[config.mk]
export PLATFORM = sky130hd
export DESIGN_NAME = serial_write_buffer
export DESIGN_NICKNAME = d
export VERILOG_FILES = /design/src/swb_pkg.sv /design/src/swb_rate_gen.sv /design/src/swb_shifter.sv /design/src/serial_write_buffer.sv
export SDC_FILE = /design/constraint.sdc
export NUM_CORES = 1
export LEC_CHECK = 0
export ABC_AREA = 1
export BUFFER_PORTS_ARGS = -buffer_cell sky130_fd_sc_hd__buf_2
export CAP_MARGIN = 10
export CORE_ASPECT_RATIO = 0.75
export CORE_MARGIN = 10
export CORE_UTILIZATION = 40
export DETAILED_ROUTE_END_ITERATION = 10
export PLACE_DENSITY = 0.62
export SYNTH_ARGS = -nofsm -noshare
export SYNTH_HDL_FRONTEND = slang
export SYNTH_HIERARCHICAL = 1
export SYNTH_SLANG_ARGS = --single-unit
export TNS_END_PERCENT = 10
[constraint.sdc]
create_clock -name aclk -period 6.25 [get_ports aclk]
set_input_delay 0.3125 -clock aclk [delete_from_list [all_inputs] [get_ports aclk]]
set_output_delay 0.3125 -clock aclk [all_outputs]
set_load 0.005 [all_outputs]
[src/swb_pkg.sv]
package swb_pkg;

    // -------------------------------------------------------------------
    // Register offsets (byte addresses, one aligned word each)
    // -------------------------------------------------------------------
    localparam logic [7:0] ADDR_HOLD   = 8'h00;
    localparam logic [7:0] ADDR_SIZE_L = 8'h04;
    localparam logic [7:0] ADDR_SIZE_H = 8'h08;
    localparam logic [7:0] ADDR_CLKSEL = 8'h0C;
    localparam logic [7:0] ADDR_STATUS = 8'h10;
    localparam logic [7:0] ADDR_CTRL   = 8'h14;
    localparam logic [7:0] ADDR_RAM    = 8'h40;
    localparam logic [7:0] ADDR_RAM_M  = 8'hC0;

    // -------------------------------------------------------------------
    // Field positions and reset values
    // -------------------------------------------------------------------
    localparam int          POS_AUTO      = 3;
    localparam int          POS_START     = 2;
    localparam int          POS_SELECT    = 3;
    localparam int          POS_ST_FLAG   = 0;
    localparam int          POS_ST_IRQ    = 1;
    localparam int          POS_ST_BUSY   = 2;
    localparam int          POS_ST_IEN    = 3;
    localparam int          POS_CT_HALT   = 0;
    localparam int          POS_CT_IEN    = 1;
    localparam int          POS_CT_PEND   = 2;
    localparam int          POS_CT_PORTD  = 3;
    localparam logic [3:0]  RST_HOLD      = 4'hF;
    localparam logic [3:0]  RST_NIBBLE    = 4'h0;
    localparam int          RAM_WORDS     = 64;
    localparam logic [1:0]  RESP_OKAY     = 2'b00;
    localparam logic [1:0]  RESP_SLVERR   = 2'b10;

    // -------------------------------------------------------------------
    // Serial clock rates: half periods in aclk cycles
    // -------------------------------------------------------------------
    localparam int CLK_HZ    = 125_000_000;
    localparam int RATE0_HZ  = 1024;
    localparam int RATE1_HZ  = 2048;
    localparam int RATE2_HZ  = 8192;
    localparam int RATE3_HZ  = 16384;
    localparam int HALF0     = CLK_HZ / (2 * RATE0_HZ);
    localparam int HALF1     = CLK_HZ / (2 * RATE1_HZ);
    localparam int HALF2     = CLK_HZ / (2 * RATE2_HZ);
    localparam int HALF3     = CLK_HZ / (2 * RATE3_HZ);
    localparam int DIV_W     = 16;

    typedef enum {
        ST_IDLE,
        ST_LOAD,
        ST_SHIFT
    } shift_state_t;

    typedef struct packed {
        logic [3:0] data;
        logic       valid;
    } nibble_t;

endpackage

[src/swb_rate_gen.sv]
`timescale 1ns/100ps
`default_nettype none
module swb_rate_gen (
    // Clock and reset
    input  wire logic       aclk,
    input  wire logic       aresetn,
    // Control
    input  wire logic       run,
    input  wire logic [1:0] rate_sel,
    // Tick out
    output logic            tick
);
    logic [swb_pkg::DIV_W-1:0] count;
    logic [swb_pkg::DIV_W-1:0] half;

    always_comb begin
        case (rate_sel)
            2'h0:    half = swb_pkg::DIV_W'(swb_pkg::HALF0);
            2'h1:    half = swb_pkg::DIV_W'(swb_pkg::HALF1);
            2'h2:    half = swb_pkg::DIV_W'(swb_pkg::HALF2);
            default: half = swb_pkg::DIV_W'(swb_pkg::HALF3);
        endcase
    end

    always_ff @(posedge aclk) begin
        if (!aresetn || !run) begin
            count <= '0;
        end else if (count >= half - 16'h0001) begin
            count <= '0;
        end else begin
            count <= count + 16'h0001;
        end
    end

    assign tick = run && (count >= half - 16'h0001);
endmodule
`default_nettype wire

[src/swb_shifter.sv]
`timescale 1ns/100ps
`default_nettype none
module swb_shifter (
    // Clock and reset
    input  wire logic             aclk,
    input  wire logic             aresetn,
    // Control
    input  wire logic             tick,
    input  wire logic             abort,
    input  wire swb_pkg::nibble_t load,
    output logic                  load_ready,
    output logic                  busy,
    // Serial out
    output logic                  sclk,
    output logic                  sdata
);
    swb_pkg::shift_state_t state;
    logic [3:0] shreg;
    logic [1:0] bit_idx;

    // Ready to take a nibble at the last bit's falling edge or idle
    assign load_ready = (state == swb_pkg::ST_IDLE)
                      || (state == swb_pkg::ST_SHIFT && tick && sclk
                          && bit_idx == 2'h3);
    assign busy = (state != swb_pkg::ST_IDLE);

    always_ff @(posedge aclk) begin
        if (!aresetn || abort) begin
            state   <= swb_pkg::ST_IDLE;
            shreg   <= swb_pkg::RST_NIBBLE;
            bit_idx <= 2'h0;
            sclk    <= 1'b0;
            if (!aresetn) begin
                sdata <= 1'b0;
            end
        end else begin
            case (state)
                swb_pkg::ST_IDLE: begin
                    if (load.valid) begin
                        shreg   <= load.data;
                        bit_idx <= 2'h0;
                        state   <= swb_pkg::ST_LOAD;
                    end
                end
                swb_pkg::ST_LOAD: begin
                    if (tick) begin
                        sclk  <= 1'b1;
                        sdata <= shreg[0];
                        state <= swb_pkg::ST_SHIFT;
                    end
                end
                default: begin
                    if (tick && sclk) begin
                        sclk <= 1'b0;
                        if (bit_idx == 2'h3) begin
                            if (load.valid) begin
                                shreg   <= load.data;
                                bit_idx <= 2'h0;
                                state   <= swb_pkg::ST_LOAD;
                            end else begin
                                state <= swb_pkg::ST_IDLE;
                            end
                        end else begin
                            bit_idx <= bit_idx + 2'h1;
                        end
                    end else if (tick) begin
                        sclk  <= 1'b1;
                        sdata <= shreg[bit_idx];
                    end
                end
            endcase
        end
    end
endmodule
`default_nettype wire

[src/serial_write_buffer.sv]
// Chosen here: the AXI4-Lite interface to the registers and the placing of the registers.
`timescale 1ns/100ps
`default_nettype none
// Contract
// - Auto sends holding nibble, then RAM 0..size.
// - Auto transfer is 8 to 260 bits.
// - Auto starts on halt with auto bit.
// - Interrupt enable forced off during auto.
// - Auto end: flag up, auto clear, wake.
// - Resume after halt, or pending interrupt first.
// - Flag holds until holding register written.
// - Nibble moved to shifter raises empty interrupt; code raises it in interactive mode only, never during auto.
// - Early reload sends next nibble without gap.
// - Holding write clears empty interrupt and flag.
// - Empties repeat until done, start then clears.
// - Clearing start stops transmission at once.
// - Data changes on rising serial clock edge.
// - Clock on port D line 0, data line 1.
module serial_write_buffer (
    // Clock and reset
    input  wire logic        aclk,
    input  wire logic        aresetn,
    // AXI4-Lite write address
    input  wire logic [7:0]  s_axi_awaddr,
    input  wire logic        s_axi_awvalid,
    output logic             s_axi_awready,
    // AXI4-Lite write data
    input  wire logic [31:0] s_axi_wdata,
    input  wire logic [3:0]  s_axi_wstrb,
    input  wire logic        s_axi_wvalid,
    output logic             s_axi_wready,
    // AXI4-Lite write response
    output logic [1:0]       s_axi_bresp,
    output logic             s_axi_bvalid,
    input  wire logic        s_axi_bready,
    // AXI4-Lite read address
    input  wire logic [7:0]  s_axi_araddr,
    input  wire logic        s_axi_arvalid,
    output logic             s_axi_arready,
    // AXI4-Lite read data
    output logic [31:0]      s_axi_rdata,
    output logic [1:0]       s_axi_rresp,
    output logic             s_axi_rvalid,
    input  wire logic        s_axi_rready,
    // Core coupling
    input  wire logic        halt_exec,
    input  wire logic        irq_pending,
    output logic             standby,
    output logic             resume_irq,
    output logic             global_irq_enable,
    output logic             holding_empty_irq,
    output logic             jump_test_flag,
    // Port D pins
    output logic [1:0]       port_d_out,
    output logic [1:0]       port_d_oe
);
    // -------------------------------------------------------------------
    // Registers
    // -------------------------------------------------------------------
    logic [3:0]  tx_holding_nibble;
    logic        hold_full;
    logic [3:0]  size_low_reg;
    logic [1:0]  size_high_bits;
    logic        auto_mode_select;
    logic        interactive_start;
    logic        serial_buffer_select;
    logic [1:0]  rate_sel;
    logic        port_d_output;
    logic        irq_enable_sw;
    logic        pend_seen;
    logic [3:0]  ram [swb_pkg::RAM_WORDS];
    logic        auto_run;
    logic [5:0]  ram_ptr;
    logic        ram_left;
    logic [5:0]  size;

    // -------------------------------------------------------------------
    // Bus handshake
    // -------------------------------------------------------------------
    logic        aw_held;
    logic        w_held;
    logic [7:0]  aw_addr;
    logic [31:0] w_data;
    logic [3:0]  w_strb;
    logic        wr_fire;
    logic        hold_wr;
    logic        start_wr;
    logic        start_wval;
    logic        shifter_ready;
    logic        shifter_busy;
    logic        tick;
    logic        abort;
    logic        auto_done;
    logic        sclk;
    logic        sdata;
    swb_pkg::nibble_t load;

    assign size = {size_high_bits, size_low_reg};
    assign s_axi_awready = !aw_held && !s_axi_bvalid;
    assign s_axi_wready  = !w_held && !s_axi_bvalid;
    assign wr_fire = aw_held && w_held && !s_axi_bvalid;

    always_ff @(posedge aclk) begin
        if (!aresetn) begin
            aw_held <= 1'b0;
            w_held  <= 1'b0;
            aw_addr <= 8'h00;
            w_data  <= 32'h0000_0000;
            w_strb  <= 4'h0;
        end else begin
            if (s_axi_awvalid && s_axi_awready) begin
                aw_held <= 1'b1;
                aw_addr <= s_axi_awaddr;
            end else if (wr_fire) begin
                aw_held <= 1'b0;
            end
            if (s_axi_wvalid && s_axi_wready) begin
                w_held <= 1'b1;
                w_data <= s_axi_wdata;
                w_strb <= s_axi_wstrb;
            end else if (wr_fire) begin
                w_held <= 1'b0;
            end
        end
    end

    always_ff @(posedge aclk) begin
        if (!aresetn) begin
            s_axi_bvalid <= 1'b0;
            s_axi_bresp  <= swb_pkg::RESP_OKAY;
        end else if (wr_fire) begin
            s_axi_bvalid <= 1'b1;
            if (aw_addr == swb_pkg::ADDR_HOLD || aw_addr == swb_pkg::ADDR_SIZE_L
                || aw_addr == swb_pkg::ADDR_SIZE_H
                || aw_addr == swb_pkg::ADDR_CLKSEL
                || aw_addr == swb_pkg::ADDR_CTRL
                || (aw_addr >= swb_pkg::ADDR_RAM
                    && aw_addr < swb_pkg::ADDR_RAM_M)) begin
                s_axi_bresp <= swb_pkg::RESP_OKAY;
            end else begin
                s_axi_bresp <= swb_pkg::RESP_SLVERR;
            end
        end else if (s_axi_bready) begin
            s_axi_bvalid <= 1'b0;
        end
    end

    assign hold_wr  = wr_fire && w_strb[0] && aw_addr == swb_pkg::ADDR_HOLD;
    assign start_wr = wr_fire && w_strb[0]
                    && aw_addr == swb_pkg::ADDR_SIZE_H;
    assign start_wval = w_data[swb_pkg::POS_START];

    // -------------------------------------------------------------------
    // Control and size registers
    // -------------------------------------------------------------------
    always_ff @(posedge aclk) begin
        if (!aresetn) begin
            size_low_reg         <= swb_pkg::RST_NIBBLE;
            size_high_bits       <= 2'h0;
            rate_sel             <= 2'h0;
            serial_buffer_select <= 1'b0;
            port_d_output        <= 1'b0;
            irq_enable_sw        <= 1'b0;
        end else if (wr_fire && w_strb[0]) begin
            if (aw_addr == swb_pkg::ADDR_SIZE_L) begin
                size_low_reg <= w_data[3:0];
            end else if (aw_addr == swb_pkg::ADDR_SIZE_H) begin
                size_high_bits <= w_data[1:0];
            end else if (aw_addr == swb_pkg::ADDR_CLKSEL) begin
                rate_sel             <= w_data[1:0];
                serial_buffer_select <= w_data[swb_pkg::POS_SELECT];
            end else if (aw_addr == swb_pkg::ADDR_CTRL) begin
                irq_enable_sw <= w_data[swb_pkg::POS_CT_IEN];
                port_d_output <= w_data[swb_pkg::POS_CT_PORTD];
            end
        end
    end

    always_ff @(posedge aclk) begin
        if (wr_fire && w_strb[0] && aw_addr >= swb_pkg::ADDR_RAM
            && aw_addr < swb_pkg::ADDR_RAM_M) begin
            ram[aw_addr[7:2] - 6'h10] <= w_data[3:0];
        end
    end

    // -------------------------------------------------------------------
    // Holding register and flags
    // -------------------------------------------------------------------
    always_ff @(posedge aclk) begin
        if (!aresetn) begin
            tx_holding_nibble <= swb_pkg::RST_HOLD;
            hold_full         <= 1'b0;
        end else if (hold_wr) begin
            tx_holding_nibble <= w_data[3:0];
            hold_full         <= 1'b1;
        end else if (load.valid && shifter_ready) begin
            hold_full <= 1'b0;
        end
    end

    // Set wins over a same-cycle clear
    always_ff @(posedge aclk) begin
        if (!aresetn) begin
            jump_test_flag    <= 1'b0;
            holding_empty_irq <= 1'b0;
        end else if (auto_done) begin
            jump_test_flag <= 1'b1;
        end else if (interactive_start && !auto_run && shifter_ready
                     && (load.valid || shifter_busy)) begin
            jump_test_flag    <= 1'b1;
            holding_empty_irq <= 1'b1;
        end else if (hold_wr) begin
            jump_test_flag    <= 1'b0;
            holding_empty_irq <= 1'b0;
        end
    end

    // -------------------------------------------------------------------
    // Mode bits and automatic sequencing
    // -------------------------------------------------------------------
    always_ff @(posedge aclk) begin
        if (!aresetn) begin
            auto_mode_select  <= 1'b0;
            interactive_start <= 1'b0;
        end else if (start_wr) begin
            auto_mode_select  <= w_data[swb_pkg::POS_AUTO];
            interactive_start <= start_wval;
        end else begin
            if (auto_done) begin
                auto_mode_select <= 1'b0;
            end
            if (interactive_start && !hold_full && !shifter_busy
                && !load.valid) begin
                interactive_start <= 1'b0;
            end
        end
    end

    always_ff @(posedge aclk) begin
        if (!aresetn) begin
            auto_run <= 1'b0;
            ram_ptr  <= 6'h00;
            ram_left <= 1'b0;
        end else if (!auto_run) begin
            if (halt_exec && auto_mode_select) begin
                auto_run <= 1'b1;
                ram_ptr  <= 6'h00;
                ram_left <= 1'b1;
            end
        end else if (auto_done) begin
            auto_run <= 1'b0;
        end else if (load.valid && shifter_ready && !hold_full) begin
            if (ram_ptr == size) begin
                ram_left <= 1'b0;
            end else begin
                ram_ptr <= ram_ptr + 6'h01;
            end
        end
    end

    assign auto_done = auto_run && !ram_left && !hold_full && !shifter_busy
                     && !load.valid;

    always_ff @(posedge aclk) begin
        if (!aresetn) begin
            pend_seen <= 1'b0;
        end else if (auto_run) begin
            pend_seen <= pend_seen || irq_pending;
        end else if (!halt_exec) begin
            pend_seen <= 1'b0;
        end
    end

    assign standby = auto_run;
    assign resume_irq = auto_done && (pend_seen || irq_pending);
    assign global_irq_enable = irq_enable_sw && !auto_mode_select;

    // -------------------------------------------------------------------
    // Shift path
    // -------------------------------------------------------------------
    always_comb begin
        load.valid = 1'b0;
        load.data  = tx_holding_nibble;
        if (auto_run) begin
            load.valid = hold_full || ram_left;
            load.data  = hold_full ? tx_holding_nibble : ram[ram_ptr];
        end else if (interactive_start) begin
            load.valid = hold_full;
        end
    end

    assign abort = !auto_run && !interactive_start;

    swb_rate_gen u_rate (
        .aclk     (aclk),
        .aresetn  (aresetn),
        .run      (shifter_busy),
        .rate_sel (rate_sel),
        .tick     (tick)
    );

    swb_shifter u_shift (
        .aclk       (aclk),
        .aresetn    (aresetn),
        .tick       (tick),
        .abort      (abort),
        .load       (load),
        .load_ready (shifter_ready),
        .busy       (shifter_busy),
        .sclk       (sclk),
        .sdata      (sdata)
    );

    assign port_d_out = {sdata, sclk};
    assign port_d_oe  = {2{serial_buffer_select && port_d_output}};

    // -------------------------------------------------------------------
    // Read path
    // -------------------------------------------------------------------
    always_ff @(posedge aclk) begin
        if (!aresetn) begin
            s_axi_rvalid <= 1'b0;
            s_axi_rdata  <= 32'h0000_0000;
            s_axi_rresp  <= swb_pkg::RESP_OKAY;
        end else if (s_axi_arvalid && s_axi_arready) begin
            s_axi_rvalid <= 1'b1;
            s_axi_rresp  <= swb_pkg::RESP_OKAY;
            if (s_axi_araddr == swb_pkg::ADDR_HOLD) begin
                s_axi_rdata <= {28'h0, tx_holding_nibble};
            end else if (s_axi_araddr == swb_pkg::ADDR_SIZE_L) begin
                s_axi_rdata <= {28'h0, size_low_reg};
            end else if (s_axi_araddr == swb_pkg::ADDR_SIZE_H) begin
                s_axi_rdata <= {28'h0, auto_mode_select, interactive_start,
                                size_high_bits};
            end else if (s_axi_araddr == swb_pkg::ADDR_CLKSEL) begin
                s_axi_rdata <= {28'h0, serial_buffer_select, 1'b0, rate_sel};
            end else if (s_axi_araddr == swb_pkg::ADDR_STATUS) begin
                s_axi_rdata <= {28'h0, global_irq_enable, shifter_busy,
                                holding_empty_irq, jump_test_flag};
            end else if (s_axi_araddr == swb_pkg::ADDR_CTRL) begin
                s_axi_rdata <= {28'h0, port_d_output, pend_seen,
                                irq_enable_sw, auto_run};
            end else if (s_axi_araddr >= swb_pkg::ADDR_RAM
                         && s_axi_araddr < swb_pkg::ADDR_RAM_M) begin
                s_axi_rdata <= {28'h0, ram[s_axi_araddr[7:2] - 6'h10]};
            end else begin
                s_axi_rdata <= 32'h0000_0000;
                s_axi_rresp <= swb_pkg::RESP_SLVERR;
            end
        end else if (s_axi_rready) begin
            s_axi_rvalid <= 1'b0;
        end
    end

    assign s_axi_arready = !s_axi_rvalid;
endmodule
`default_nettype wire

==> results.md <==
STA:
- The final number of hold-violating endpoints is 0.
- For this run, the top clock speed supported by timing is 224 MHz.
- The worst clock skew is 24.6 ps.
- For the final routed database, the setup TNS stands at 0 ps.
- The number of pins with negative max-slew slack in the final report came to 0.
- The final number of setup-violating endpoints is 0.
- Of the available clock period, the critical path in the final layout requires 71.4%.
- The worst pin sits at a relative slew slack of about 25%.
- The slew at the pin with the worst max-slew slack is between 1000 and 1500 ps.
- The shortest period the worst path allows is around 4500 ps.
- Setup repair after global routing left no endpoint under its margin.

Finish:
- The area of all placed cells without fillers is between 15000 and 20000 sq um.
- The number of nets in the finished design is 2033.
- The fraction of layout instances using a drive strength above 1 is around 8.4%.
- The repair_antennas step left the layout with diodes totalling 0.
- From synthesis to final layout, the design area changed by 11.8%.
- The top cell types in the final layout, fill and taps aside, are sky130_fd_sc_hd__nand2_1, sky130_fd_sc_hd__nor2_1, sky130_fd_sc_hd__edfxtp_1.
- The count of filler cells inserted in the layout is 3955.
- The flip-flop count of the largest register, all copies and words added is 256.
- Leaving out fill and tap cells, the most frequent cell in the layout is sky130_fd_sc_hd__nand2_1.

Logic synthesis:
- The number of enable flip-flop cells after synthesis is 257.
- The mapped cell area is approximately 17000 sq um.
- The Yosys step of the flow raised 6 warnings.
- The main flop type after synthesis is sky130_fd_sc_hd__edfxtp_1.
- After synthesis, the mean cell area works out to 9.23 sq um.
- Synthesis inferred 340 register bits.
- Synthesis produced 1793 cells.
- In this run, distinct cell masters in the synthesized netlist total 50.
- Summing the sequential cell areas from Yosys gives a little under three fifths of the chip area.
- The fraction of registers with async set or reset after synthesis is 0%.

Clock tree:
- Once the clock tree was built, the resizer swapped 0 gates to a different size.
- The hold buffer count at CTS is 0.
- The largest buffer count on any clock path is 3.
- The H-tree was split into 2 levels.
- The clock root buffer master is sky130_fd_sc_hd__clkbuf_16.
- Post-CTS timing repair inserted 0 buffers for setup.
- Clock-pin slew was measured on the worst setup and hold paths at approximately 70 ps.
- The CTS sink count is between 300 and 400.
- The clock tree from TritonCTS is built.
- The clock latency reported for the late side of the worst-skew pair is ~530 ps.
- The total clock buffers created by CTS is 35.

Floorplan:
- The die area is 50000 sq um.
- For this configuration, the core starts out at a cell density of 40.5%.
- 111 I/O pins were placed.
- The height of the die is between 150 and 200 um.
- The number of placement rows is 64.
- The floorplan step defined a core boundary enclosing 40800 sq um.
- The die width is roughly 250 um.

Placed design:
- The number of input and output port buffers inserted is 49.
- Detailed placement finished with a half-perimeter wire length of 27.0 mm.
- The cell area after placement is 17500 sq um.
- The last weighted congestion value of the routability-driven placer is just over 0.9.

Setup path:
- The library cell contributing the largest single delay on the critical path is sky130_fd_sc_hd__dfxtp_1.
- The highest cell delay on the worst timing path is 550 ps.
- The type of element launching the critical path is a register.
- In this run the worst path has a maximum fanout of 8.
- By instance count, the cell type seen most on the critical path is sky130_fd_sc_hd__nand2_1.
- The critical path is of the reg -> reg type.
- The arrival time at the worst endpoint is roughly 4900 ps.
- STA puts the critical path data required time at roughly 6700 ps.
- For the worst flop-to-flop path, the logic depth is 25.
- The kind of cell with the highest combined delay on the critical path is compound AO/OA/AOI/OAI gates.
- The logic depth of the worst setup path including buffers is 25.
- Together, buffers and inverters on the worst path number 3.
- The worst setup path is captured at a register.

Drt:
- The number of optimization iterations in the first detailed-route pass is 6.
- The overall routed net length is 42.5 mm.
- The total number of vias is 12900.
- The detail-routed via count per cell is 5.16.
- The final antenna-violating net count is 0.
- The remaining routing DRC violations is 0.
- After the first detailed-routing iteration, the DRC count stood at 1211.
- The routed length per placed instance is 17.1 um.

Pwr:
- The power density normalized to cell area is 259 nW/um^2.
- The worst-case IR drop observed on VDD is roughly 0.18 mV.
- The analysis attributes to cell leakage a power of roughly 7.4 nW.

Hold path:
- The cell depth of the worst min-delay path is 4.
- The worst hold path belongs to the class in -> reg.

GRT:
- The sum of overflow across all layers after global routing is 0.
- The via count of the first global-routing pass was around 12000.
- Across every metal layer, demand over resource in global routing totals 16.9%.
- The initial antenna violation count is 1.
- The maximum number of pins on one net before global-route repair is 75.
- The global-route wire length before repair is roughly 67 mm.

Job:
- The count of maximum capacitance violations is 0.

Run status:
- The flow ran to the end, and the final reports show no timing, DRC or antenna violations.
==> power by group <==
group / leakage [nW] / switching (mW) / internal [mW]
Combinational: 3.75 / 0.197 / 0.0627
Clock: 0.497 / 0.875 / 1.09
Sequential: 3.16 / 0.0236 / 2.54
==> cells in the mapped netlist (all sizes together), types with 2 or more instances <==
library cell / n / share of area (%)
o211ai: 33 / 1.5
a31oi: 2 / 0.11
nor4: 4 / 0.24
dfxtp: 83 / 10
edfxtp: 257 / 47
ha: 35 / 2.6
a211oi: 4 / 0.18
o22ai: 47 / 1.8
nor3: 12 / 0.60
nor2: 299 / 7.4
or2: 10 / 0.38
clkbuf: 33 / 0.75
xor2: 6 / 0.32
o21ai: 219 / 6.7
nand3: 73 / 2.4
nand4: 16 / 0.60
nand2: 342 / 7.9
a21oi: 80 / 2.4
xnor2: 8 / 0.42
o21bai: 2 / 0.091
inv: 143 / 3.3
buf: 77 / 3.3
==> cells by family (layout without fill, tap and decap cells) <==
family / after synthesis / after routing / share of synthesized area, %
and+or+nand+nor: 758 / 758 / 19.6
adders and majority gates: 35 / 35 / 2.65
AOI/OAI and AO/OA: 391 / 391 / 13.0
xor gates and xnor gates: 14 / 14 / 0.741
DFF: 340 / 340 / 56.7
buffers and inverters: 254 / 266 / 7.38
other: 1 / 158 / 0.0227
==> cell type report <==
cell class	count	area (sq um)	share of cell area [%]
timing repair buffer	60	328	1.77
multi-input combinational	1356	6540	35.4
sequential	340	9390	50.7
tap	528	661	3.57
clock inverter	15	105	0.568
clock buffer	47	931	5.03
inverter	144	551	2.97
==> metrics by stage <==
| step | utilization, % | hold slack (ps) | power [mW] | setup slack, ps | instances |
|---|---|---|---|---|---|
| 6_report | 45.3 | 27.1 | 4.79 | 1790 | 2490 |
| 5_1_grt | 45.3 | 43.8 | 4.96 | 1370 | 2490 |
| 4_1_cts | 45.3 | 12.5 | 4.82 | 1890 | 2490 |
| 3_5_place_dp | 42.8 | 460 | 2.86 | 1960 | 2428 |
| 3_3_place_gp | 42.8 | 456 | 2.86 | 2010 | 2428 |
| 2_1_floorplan | - | 439 | 2.79 | 2660 | 1950 |
==> routing by layer <==
| metal | track usage [%] | vias up | part of all wire, % |
|---|---|---|---|
| li1 | - | 6216 | - |
| met1 | 23.6 | 6082 | 45 |
| met2 | 26.4 | 493 | 44 |
| met3 | 3.05 | 66 | 8.5 |
| met4 | 4.58 | 0 | 1.9 |
| met5 | 0 | - | 0 |
==> worst paths after layout <==
check | from | to | slack, ps
setup / recovery | rate_sel[0]$_SDFFE_PN0P_ | register | 1790
hold / removal | s_axi_bready | s_axi_bvalid$_SDFFE_PN0P_ | 30
setup reg to reg | rate_sel[0]$_SDFFE_PN0P_ | register | 1790
hold reg to reg | s_axi_rdata[0]$_SDFFE_PN0P_ | s_axi_rdata[0]$_SDFFE_PN0P_ | 470
==> worst reg2reg max path: stages, from the launching register on <==
cell and delay [ps]:
sky130_fd_sc_hd__dfxtp_1 550, sky130_fd_sc_hd__inv_1 170, sky130_fd_sc_hd__ha_1 340, sky130_fd_sc_hd__inv_1 80
sky130_fd_sc_hd__o21ai_0 170, sky130_fd_sc_hd__nand4_1 110, sky130_fd_sc_hd__xnor2_1 160, sky130_fd_sc_hd__ha_1 290
sky130_fd_sc_hd__nand2_1 50, sky130_fd_sc_hd__inv_1 60, sky130_fd_sc_hd__nand2_1 60, sky130_fd_sc_hd__nor2_1 100
sky130_fd_sc_hd__nor2_1 40, sky130_fd_sc_hd__nand2_1 80, sky130_fd_sc_hd__nand2_2 80, sky130_fd_sc_hd__a21boi_0 510
sky130_fd_sc_hd__nand4_1 150, sky130_fd_sc_hd__o21ai_0 450, sky130_fd_sc_hd__a31oi_2 210, sky130_fd_sc_hd__nor2_4 150
sky130_fd_sc_hd__o21ai_4 110, sky130_fd_sc_hd__nor3_4 140, sky130_fd_sc_hd__nand2_2 70, sky130_fd_sc_hd__nand2_1 60
sky130_fd_sc_hd__nand2_1 50, sky130_fd_sc_hd__nor2_1 130
No activity file was read; power rests on OpenSTA's default activity.
